===== config.mk =====
export PLATFORM = sky130hd
export DESIGN_NAME = unsm_top
export DESIGN_NICKNAME = d
export VERILOG_FILES = /design/src/core/unsm_pkg.sv /design/src/core/unsm_ep_state.sv /design/src/core/unsm_sticky.sv /design/src/core/unsm_top.sv
export SDC_FILE = /design/constraint.sdc
export NUM_CORES = 1
export LEC_CHECK = 0
export ABC_AREA = 0
export BUFFER_PORTS_ARGS = -buffer_cell sky130_fd_sc_hd__buf_2
export CORE_MARGIN = 3
export CORE_UTILIZATION = 45
export CTS_CLUSTER_DIAMETER = 30
export DETAILED_ROUTE_END_ITERATION = 7
export GPL_TIMING_DRIVEN = 1
export HOLD_SLACK_MARGIN = 0.03
export PLACE_DENSITY = 0.76
export SYNTH_ARGS = -nofsm -noshare
export SYNTH_HDL_FRONTEND = slang
export SYNTH_SLANG_ARGS = --single-unit

===== constraint.sdc =====
create_clock -name ref_clk_i -period 2.2 [get_ports ref_clk_i]
set_input_delay 0.33 -clock ref_clk_i [delete_from_list [all_inputs] [get_ports ref_clk_i]]
set_output_delay 0.33 -clock ref_clk_i [all_outputs]
set_load 0.05 [all_outputs]

===== src/core/unsm_pkg.sv =====
// shared constants and types for the control endpoint status and nak mask
package unsm_pkg;
  // register byte offsets on the apb bus
  localparam logic [7:0] NAK_FLAGS_OFS  = 8'h00;
  localparam logic [7:0] NAK_MASK_OFS   = 8'h04;
  localparam logic [7:0] CTRL_SIZE_OFS  = 8'h08;
  localparam logic [7:0] CTRL_STATE_OFS = 8'h0C;
  // field positions
  localparam int NAK_LSB      = 1;
  localparam int NAK_MSB      = 7;
  localparam int NUM_NAK_EP   = 7;
  localparam int ZLP_BIT      = 15;
  localparam int VALID_BIT    = 12;
  localparam int MAXPKT_MSB   = 6;
  localparam int LOCK_BIT     = 15;
  localparam int TOGGLE_LSB   = 12;
  localparam int STATE_LSB    = 9;
  // reset values
  localparam logic [31:0] REG_RST    = 32'h0000_0000;
  localparam logic [6:0]  MAXPKT_RST = 7'h00;
  // state codes of the control endpoint
  localparam logic [2:0] ST_READY = 3'h0;
  localparam logic [2:0] ST_BUSY  = 3'h1;
  localparam logic [2:0] ST_ERROR = 3'h2;
  localparam logic [2:0] ST_STALL = 3'h3;
  // toggle codes
  localparam logic [1:0] TOG_DATA0 = 2'h0;
  localparam logic [1:0] TOG_DATA1 = 2'h1;
  // apb access takes one wait cycle before pready
  localparam int APB_WAIT_CYCLES = 1;

  typedef enum logic [1:0] {
    UNSM_READY,
    UNSM_BUSY,
    UNSM_ERROR,
    UNSM_STALL
  } unsm_state_e;
endpackage


===== src/core/unsm_ep_state.sv =====
// state tracker of the control endpoint with stall answer
`timescale 1ns/1ps
module unsm_ep_state (
  input  wire logic       ref_clk_i,
  input  wire logic       sys_rst_i,
  input  wire logic       setup_tok_i,
  input  wire logic       status_nak_i,
  input  wire logic       crc_err_i,
  input  wire logic       tx_timeout_i,
  input  wire logic       over_read_i,
  output logic      [2:0] state_code_o,
  output logic            stall_o
);
  unsm_pkg::unsm_state_e state_r;
  unsm_pkg::unsm_state_e state_nxt;

  // setup wins, then stall, error and busy
  always_comb begin
    state_nxt = state_r;
    if (setup_tok_i) begin
      state_nxt = unsm_pkg::UNSM_READY;
    end else if (over_read_i) begin
      state_nxt = unsm_pkg::UNSM_STALL;
    end else if (crc_err_i || tx_timeout_i) begin
      state_nxt = unsm_pkg::UNSM_ERROR;
    end else if (status_nak_i) begin
      state_nxt = unsm_pkg::UNSM_BUSY;
    end
  end

  // map state onto the visible code
  always_comb begin
    unique case (state_r)
      unsm_pkg::UNSM_READY: state_code_o = unsm_pkg::ST_READY;
      unsm_pkg::UNSM_BUSY:  state_code_o = unsm_pkg::ST_BUSY;
      unsm_pkg::UNSM_ERROR: state_code_o = unsm_pkg::ST_ERROR;
      unsm_pkg::UNSM_STALL: state_code_o = unsm_pkg::ST_STALL;
    endcase
  end

  // state register and stall handshake request
  always_ff @(posedge ref_clk_i or posedge sys_rst_i) begin
    if (sys_rst_i) begin
      state_r <= unsm_pkg::UNSM_READY;
      stall_o <= 1'b0;
    end else begin
      state_r <= state_nxt;
      stall_o <= over_read_i && !setup_tok_i;
    end
  end
endmodule


===== src/core/unsm_sticky.sv =====
// vector of sticky flags where a set beats a clear in the same cycle
`timescale 1ns/1ps
module unsm_sticky #(
  parameter int W = 1
) (
  input  wire logic         ref_clk_i,
  input  wire logic         sys_rst_i,
  input  wire logic [W-1:0] set_i,
  input  wire logic [W-1:0] clr_i,
  output logic      [W-1:0] q_o
);
  logic [W-1:0] q_nxt;

  // set has priority over clear
  assign q_nxt = set_i | (q_o & ~clr_i);

  // flag storage
  always_ff @(posedge ref_clk_i or posedge sys_rst_i) begin
    if (sys_rst_i) begin
      q_o <= '0;
    end else begin
      q_o <= q_nxt;
    end
  end
endmodule


===== src/core/unsm_top.sv =====
// nak interrupt masking and control endpoint config and status registers
//
// Overview of operation
// - for endpoints 1 to 7 a mask bit of zero passes the nak flag to the nak interrupt and a one blocks it.
// - a masked endpoint still gets its nak flag set but raises no nak interrupt.
// - a nak handshake sent on endpoint 1 to 7 sets that endpoint's nak flag; endpoint zero has none.
// - the zero length pending bit 15 sets on the send zero length command and clears once that packet is sent.
// - read only bit 12 shows valid data in the control fifo and clears on a setup token.
// - bits 6 to 0 hold the control endpoint max packet size that the controller uses.
// - the fifo write lock bit 15 sets on a setup token and clears on the setup acknowledge command.
// - while the write lock is one every write into the control fifo is refused.
// - bits 13 to 12 show the data toggle, 00 for data0 and 01 for data1.
// - bits 11 to 9 show the endpoint state and return to ready 000 on a setup token.
// - a nak sent in the status stage loads busy 001.
// - a crc error on received data or a timeout after sending loads error 010.
// - reading past the declared length loads stall 011 and asks for a stall answer.
`timescale 1ns/1ps
module unsm_top (
  input  wire logic        ref_clk_i,
  input  wire logic        sys_rst_i,
  // apb slave
  input  wire logic        psel_i,
  input  wire logic        penable_i,
  input  wire logic        pwrite_i,
  input  wire logic [7:0]  paddr_i,
  input  wire logic [31:0] pwdata_i,
  output logic      [31:0] prdata_o,
  output logic             pready_o,
  output logic             pslverr_o,
  // events from the usb engine, one cycle pulses
  input  wire logic [6:0]  nak_tx_i,
  input  wire logic        setup_tok_i,
  input  wire logic        setup_ack_cmd_i,
  input  wire logic        send_zero_len_cmd_i,
  input  wire logic        zero_len_done_i,
  input  wire logic        fifo_wr_req_i,
  input  wire logic        fifo_drained_i,
  input  wire logic        toggle_flip_i,
  input  wire logic        status_nak_i,
  input  wire logic        crc_err_i,
  input  wire logic        tx_timeout_i,
  input  wire logic        over_read_i,
  // answers to the usb engine
  output logic             fifo_wr_ok_o,
  output logic [6:0]       max_pkt_o,
  output logic             zero_len_pend_o,
  output logic             stall_o,
  output logic             nak_irq_o
);
  // bus decode
  wire         acc_done  = psel_i && penable_i && pready_o;
  wire         hit_flags = paddr_i == unsm_pkg::NAK_FLAGS_OFS;
  wire         hit_mask  = paddr_i == unsm_pkg::NAK_MASK_OFS;
  wire         hit_size  = paddr_i == unsm_pkg::CTRL_SIZE_OFS;
  wire         hit_state = paddr_i == unsm_pkg::CTRL_STATE_OFS;
  wire         hit_any   = hit_flags | hit_mask | hit_size | hit_state;
  wire         wr_flags  = acc_done && pwrite_i && hit_flags;
  wire         wr_mask   = acc_done && pwrite_i && hit_mask;
  wire         wr_size   = acc_done && pwrite_i && hit_size;

  logic [6:0]  nak_flags;
  logic [6:0]  nak_mask_r;
  logic        zlp_pend;
  logic        fifo_valid;
  logic        wr_lock;
  logic [1:0]  toggle_r;
  logic [2:0]  state_code;
  logic        pready_nxt;
  logic [31:0] rdata_nxt;

  // nak flags, hardware set beats software write one to clear
  unsm_sticky #(
    .W(unsm_pkg::NUM_NAK_EP)
  ) u_nak_flags (
    .ref_clk_i (ref_clk_i),
    .sys_rst_i (sys_rst_i),
    .set_i     (nak_tx_i),
    .clr_i     (wr_flags ? pwdata_i[unsm_pkg::NAK_MSB:unsm_pkg::NAK_LSB]
                         : 7'h00),
    .q_o       (nak_flags)
  );

  // zero length packet pending bit
  unsm_sticky #(
    .W(1)
  ) u_zlp (
    .ref_clk_i (ref_clk_i),
    .sys_rst_i (sys_rst_i),
    .set_i     (send_zero_len_cmd_i),
    .clr_i     (zero_len_done_i),
    .q_o       (zlp_pend)
  );

  // fifo write lock, set by setup and released by the acknowledge
  unsm_sticky #(
    .W(1)
  ) u_lock (
    .ref_clk_i (ref_clk_i),
    .sys_rst_i (sys_rst_i),
    .set_i     (setup_tok_i),
    .clr_i     (setup_ack_cmd_i),
    .q_o       (wr_lock)
  );

  // fifo writes pass only while unlocked
  wire         wr_accept = fifo_wr_req_i && !wr_lock;

  // fifo data valid, cleared by setup or a drained fifo
  unsm_sticky #(
    .W(1)
  ) u_fifo_valid (
    .ref_clk_i (ref_clk_i),
    .sys_rst_i (sys_rst_i),
    .set_i     (wr_accept && !setup_tok_i),
    .clr_i     (setup_tok_i || fifo_drained_i),
    .q_o       (fifo_valid)
  );

  // control endpoint state field
  unsm_ep_state u_state (
    .ref_clk_i    (ref_clk_i),
    .sys_rst_i    (sys_rst_i),
    .setup_tok_i  (setup_tok_i),
    .status_nak_i (status_nak_i),
    .crc_err_i    (crc_err_i),
    .tx_timeout_i (tx_timeout_i),
    .over_read_i  (over_read_i),
    .state_code_o (state_code),
    .stall_o      (stall_o)
  );

  // unmasked nak flags form the interrupt
  wire         nak_irq_nxt = |(nak_flags & ~nak_mask_r);

  // toggle restarts at data0 on setup, else flips per acked packet
  wire [1:0]   toggle_nxt = setup_tok_i ? unsm_pkg::TOG_DATA0 :
                            toggle_flip_i ? {1'b0, ~toggle_r[0]} :
                            toggle_r;

  // register views, reserved bits read zero
  wire [31:0]  flags_view = {24'h000000, nak_flags, 1'b0};
  wire [31:0]  mask_view  = {24'h000000, nak_mask_r, 1'b0};
  wire [31:0]  size_view  = {16'h0000, zlp_pend, 2'b00, fifo_valid, 5'h00,
                             max_pkt_o};
  wire [31:0]  state_view = {16'h0000, wr_lock, 1'b0, toggle_r,
                             state_code, 9'h000};

  // read data select
  assign rdata_nxt  = hit_flags ? flags_view :
                      hit_mask  ? mask_view  :
                      hit_size  ? size_view  :
                      hit_state ? state_view : 32'h0000_0000;
  assign pready_nxt = psel_i && penable_i && !pready_o;

  // apb answer after one wait cycle
  always_ff @(posedge ref_clk_i or posedge sys_rst_i) begin
    if (sys_rst_i) begin
      pready_o  <= 1'b0;
      prdata_o  <= unsm_pkg::REG_RST;
      pslverr_o <= 1'b0;
    end else begin
      pready_o  <= pready_nxt;
      prdata_o  <= pready_nxt && !pwrite_i ? rdata_nxt : 32'h0000_0000;
      pslverr_o <= pready_nxt && !hit_any;
    end
  end

  // software registers
  always_ff @(posedge ref_clk_i or posedge sys_rst_i) begin
    if (sys_rst_i) begin
      nak_mask_r <= 7'h00;
      max_pkt_o  <= unsm_pkg::MAXPKT_RST;
    end else begin
      if (wr_mask) begin
        nak_mask_r <= pwdata_i[unsm_pkg::NAK_MSB:unsm_pkg::NAK_LSB];
      end
      if (wr_size) begin
        max_pkt_o <= pwdata_i[unsm_pkg::MAXPKT_MSB:0];
      end
    end
  end

  // status outputs to the usb engine
  always_ff @(posedge ref_clk_i or posedge sys_rst_i) begin
    if (sys_rst_i) begin
      toggle_r        <= unsm_pkg::TOG_DATA0;
      fifo_wr_ok_o    <= 1'b0;
      zero_len_pend_o <= 1'b0;
      nak_irq_o       <= 1'b0;
    end else begin
      toggle_r        <= toggle_nxt;
      fifo_wr_ok_o    <= wr_accept;
      zero_len_pend_o <= zlp_pend;
      nak_irq_o       <= nak_irq_nxt;
    end
  end
endmodule


; Word-level counts from Yosys, hierarchy flattened
; Cells that the tools add are included.
[classes]
n_eq_ne = 6
n_mux = 13
bitwise_logic = 18
n_reduce_logical = 24
[op_table]
columns = op, count
row1 = two-way mux 16 bit, 5
row2 = == test 8 x 4 -> 1 bit (second input constant), 2
row3 = AND 7 bit, 2
row4 = NOT 7 bit, 2
row5 = logical AND 1 bit, 12
row6 = two-way mux 2 bit, 6
row7 = case mux 3 bit (4 select lines), 1
row8 = == test 8 x 3 -> 1 bit (second input constant), 1
row9 = zero test 8 bit, 1
row10 = two-way mux 7 bit, 1
row11 = bitwise OR 7 bit, 1
row12 = OR reduction 7 bit, 1
row13 = bitwise OR 1 bit, 6
row14 = zero test 1 bit, 5
row15 = == test 2 bit (second input constant), 2
row16 = NOT 1 bit, 4
row17 = nonzero test 4 bit, 1
row18 = AND 1 bit, 3
row19 = == test 2 x 1 -> 1 bit (second input constant), 1
row20 = zero test 2 bit, 1
row21 = logical OR 1 bit, 2
row22 = nonzero test 2 bit, 1
[totals]
ff_bits = 50
input_bits = 63
out_inout_bits = 45
word_cells = 76

; Longest topological paths before layout
[logic_depth]
word_depth = 8
ltp_mapped = 5
mapped_depth_nobuf = 3

; Modules after synthesis
; From an unflattened synthesis, not the netlist that was laid out.
[unflattened]
hier_cells = 190
area_unflattened_um2 = 2150.8
[modules_own_cells]
columns = mod, instances, cells_each, area_each_um2, seq_area_each_um2
row1 = unsm_top, 1, 141, 1639.1, 825.8
row2 = unsm_sticky (u_nak_flags), 1, 22, 257.7, 175.2
row3 = unsm_ep_state, 1, 15, 133.9, 75.1
row4 = unsm_sticky (u_fifo_valid ...), 3, 4, 40.0, 25.0

; Worst setup path after synthesis
; Ideal clock, no wire load.
[synth_timing]
path_kind = reg2reg
from = reg pready_o
to = reg max_pkt_o[0]
setup_ns = 0.125
arrival_ns = 1.624
required_time_ns = 2.075
slack_ns = 0.452
stages_incl_launch_ff = 5
n_path_buf = 1
synth_period_minus_slack_ns = 1.748
path_cell_list = dfrtp_1 > and4_1 > clkbuf_1 > nand4_2 > mux2_2
[synth_between]
elab_chain_len = 3
[synth_lines]
columns = item, line
row1 = start: declaration, unsm_top.sv:28  ; output logic pready_o,
row2 = start signal: assignment, unsm_top.sv:162  ; pready_o <= pready_nxt;
row3 = logical AND 1 bit, unsm_top.sv:51  ; wire acc_done = psel_i && penable_i && pready_o;
row4 = logical AND 1 bit (2 in series), unsm_top.sv:59  ; wire wr_size = acc_done && pwrite_i && hit_size;
row5 = end signal: assignment, unsm_top.sv:172  ; max_pkt_o <= unsm_pkg::MAXPKT_RST;
row6 = end signal: assignment, unsm_top.sv:178  ; max_pkt_o <= pwdata_i[unsm_pkg::MAXPKT_MSB:0];
row7 = end: declaration, unsm_top.sv:45  ; output logic [6:0] max_pkt_o,
; No other way between the ends.
; A chain may end at the register's enable or synchronous reset.

; Worst setup path in the final report
[layout_timing]
from = reg pready_o
to = reg max_pkt_o[2]
; The elaborated chain is that of the path after synthesis.

==> reports/metrics.yaml <==
status:
  status: "completed"
timing:
  relSlewSlack_pct: 63.71
  fin_worst_skew_ns: 0.005084
  tightest_slew_ns: 0.5444
  finalSetupViolCount: 0
  fin_crit_sh_pct: 73.04
  finalHoldViolCount: 0
  fin_ws_ns: 0.5931
  fin_crit_ns: 1.607
  setup-tns-final_ns: 0
  rsz0062_at_grt: "no"
  maxSlewViolCount: 0
  max_clock_freq_ghz: 0.6223
final_layout:
  drive_gt1_share_pct: 43.78
  mostFrequentLayoutCell: "buf_2"
  antenna_cells: 0
  syn_to_final_growth_pct: 18.80
  layout_common_cells: "63 x buf_2, 45 x dfrtp_1, 20 x conb_1, 16 x mux2_2, 11 x inv_1"
  final_nets: 311
  postLayoutCellArea_um2: 2554
synthesis:
  synth-simple-area-share_pct: 16.88
  async_reset_ff_share_pct: 100.0
  yosysWarnings: 0
  synth_top_family_by_area: "simple AND/OR/NAND/NOR gates"
  synth-main-ff-cell: "dfrtp_1"
  synth_edf_count: 0
  syn_area_um2: 2150
  synth-compound-area-share_pct: 7.742
  ys_seq_area_share_pct: 52.39
  synth-xor-area-share_pct: 0.4075
  synthDistinctLibCells: 39
  avgSynthCellArea_um2: 11.94
  synthCells: 180
  muxShareOfSynthArea_pct: 11.64
  synthAdderAreaFrac_pct: 0
  ys_seq_elements: 45
clock_network:
  clockRootBuffer: "clkbuf_8"
  clock_path_buffers: 2
  cts_setup_buffers: 0
  cts_buffers: 5
  clock_latency_ns: 0.29
  cts_resized: 0
  cts_sinks: 45
  htreeDepth: 2
  cts_hold_buf: 0
  cts_tree: "yes"
  clk_pin_slew_ns: 0.09
detailed_routing:
  drc: 0
  routedWlPerCell_um: 14.74
  vias: 1504
  firstDrtPassIters: 4
  drt_iter0_drc: 72
  wl_met3_um: 280
  ant_nets: 0
  drt-met1-wl_mm: 1.838
  drt-vias-per-instance: 4.997
  top_layer_used: "met4"
  wl_met2_mm: 2.266
  routed_wl_mm: 4.436
global_routing:
  grt_pass1_wl_mm: 7.169
  grt_usage_pct: 17.17
  antenna_found_initial: 0
  grt_max_degree: 46
  grt.overflow.total: 0
  grt_pass1_vias: 1512
critical_path:
  path_max_fanout: 7
  path_class: "register to register"
  cp_slowest_cell: "dfrtp_1"
  worst-path-buf-inv: 0
  crit_path_end_kind: "register"
  crit_family: "simple AND/OR/NAND/NOR gates"
  crit_arrival_ns: 1.79
  cp_cell_sequence: "and4_1, nand4_2, mux2_2"
  worst_ep_required_time_ns: 2.38
  slowest_delay_ns: 0.39
  start_kind: "register"
floorplan:
  dieArea_um2: 5642
  die_y_um: 75.12
  die_x_um: 75.12
  fp-row-count: 24
  core_um2: 4474
  pin_count: 108
  start_util_pct: 48.04
power_and_ir_drop:
  swShare_pct: 29.01
  ir_drop_uv: 314.1
  internal-power_uw: 1133
  clkPwrFrac_pct: 32.5
  seqPwrFrac_pct: 53.1
  comb_power_share_pct: 14.4
  p_sw_uw: 462.8
  p_per_area_nw_per_um2: 624.7
  p_leak_uw: 0.001390
placement:
  io_buffers: 63
  pre_cts_slack_ns: 0.4245
  place_hpwl_mm: 3.347
  place_area_um2: 2460
  gp_congestion: 0.7850
run:
  maxCapViolCount: 0
hold_path:
  hold_class: "input pin to asynchronous set/reset pin"
[logic make-up (layout without fill, tap and decap cells)]
group           Yosys count  after routing
buf+inv                  39             89
xor+xnor                  1              1
compound gates           23             23
mux                      23             23
flops                    45             45
other cells               1             20
simple gates             48             48
[cells in the mapped netlist, types with 4 or more instances]
| cell | instances | share of area (%) |
|---|---|---|
| nor2_1 | 5 | 0.87 |
| or2_2 | 6 | 1.7 |
| inv_1 | 12 | 2.1 |
| mux2i_1 | 7 | 3.3 |
| dfrtp_1 | 45 | 52 |
| nor2b_1 | 4 | 1.2 |
| mux2_2 | 16 | 8.4 |
| nor3b_1 | 4 | 1.4 |
| and2_1 | 4 | 1.2 |
| buf_4 | 20 | 7.0 |
| o2bb2ai_1 | 4 | 1.6 |
[worst min-delay path: cells and delay by family]
family / cells / cell delay [ns]
buffers and inverters: 3 / 0.58
[state kept, by name, summed over array words and instances, names as in the netlist, 2 cells and up]
name,cells
u_state.state_r,2
nak_mask_r,7
prdata_o,12
u_nak_flags.q_o,7
max_pkt_o,7
[power groups by stage]
| stage | sequential (uW) | combinational (uW) | clock, uW |
|---|---|---|---|
| floorplan | 883 | 169 | 0 |
| global placement | 863 | 229 | 0 |
| detailed placement | 864 | 231 | 0 |
| CTS | 847 | 231 | 531 |
| global route | 849 | 251 | 569 |
| finish | 847 | 230 | 519 |
[final cells by class]
class                           count  area, um2
Fill cell                         404       1921
Sequential cell                    45       1126
Multi-Input combinational cell    115      863.3
Timing Repair Buffer               69      360.3
Clock buffer                        5      68.82
Tap cell                           52      65.06
Inverter                           12      45.04
Clock inverter                      3      25.02
[routing by layer]
metal  vias to the layer above  global-route usage, %
met2                        51                  28.92
met3                         7                  3.471
met5                         -                      0
met1                       717                  21.99
li1                        729                      -
met4                         0                  5.929
[final timing paths]
path / depth (start not counted) / slack, ns / from / end
setup / recovery: 3 / 0.59 / pready_o / max_pkt_o[2]
hold / removal: 3 / 0.16 / sys_rst_i / pslverr_o
setup reg to reg: 3 / 0.59 / pready_o / max_pkt_o[2]
hold reg to reg: 0 / 0.41 / u_zlp.q_o / zero_len_pend_o
max in group asynchronous: 3 / 1.66 / sys_rst_i / nak_mask_r[2]
min in group ref_clk_i: 2 / 0.22 / send_zero_len_cmd_i / u_zlp.q_o
[per-stage QoR]
step	hold WS (ns)	cells	power, uW	util [%]
finish	0.1606	301	1595	57.07
global route	0.2161	301	1668	57.07
detailed placement	0.3980	293	1094	54.98
global placement	0.3917	293	1092	54.98
CTS	0.1801	301	1609	57.07
floorplan	0.3709	199	1052	-
No activity file was read; power rests on OpenSTA's default activity.
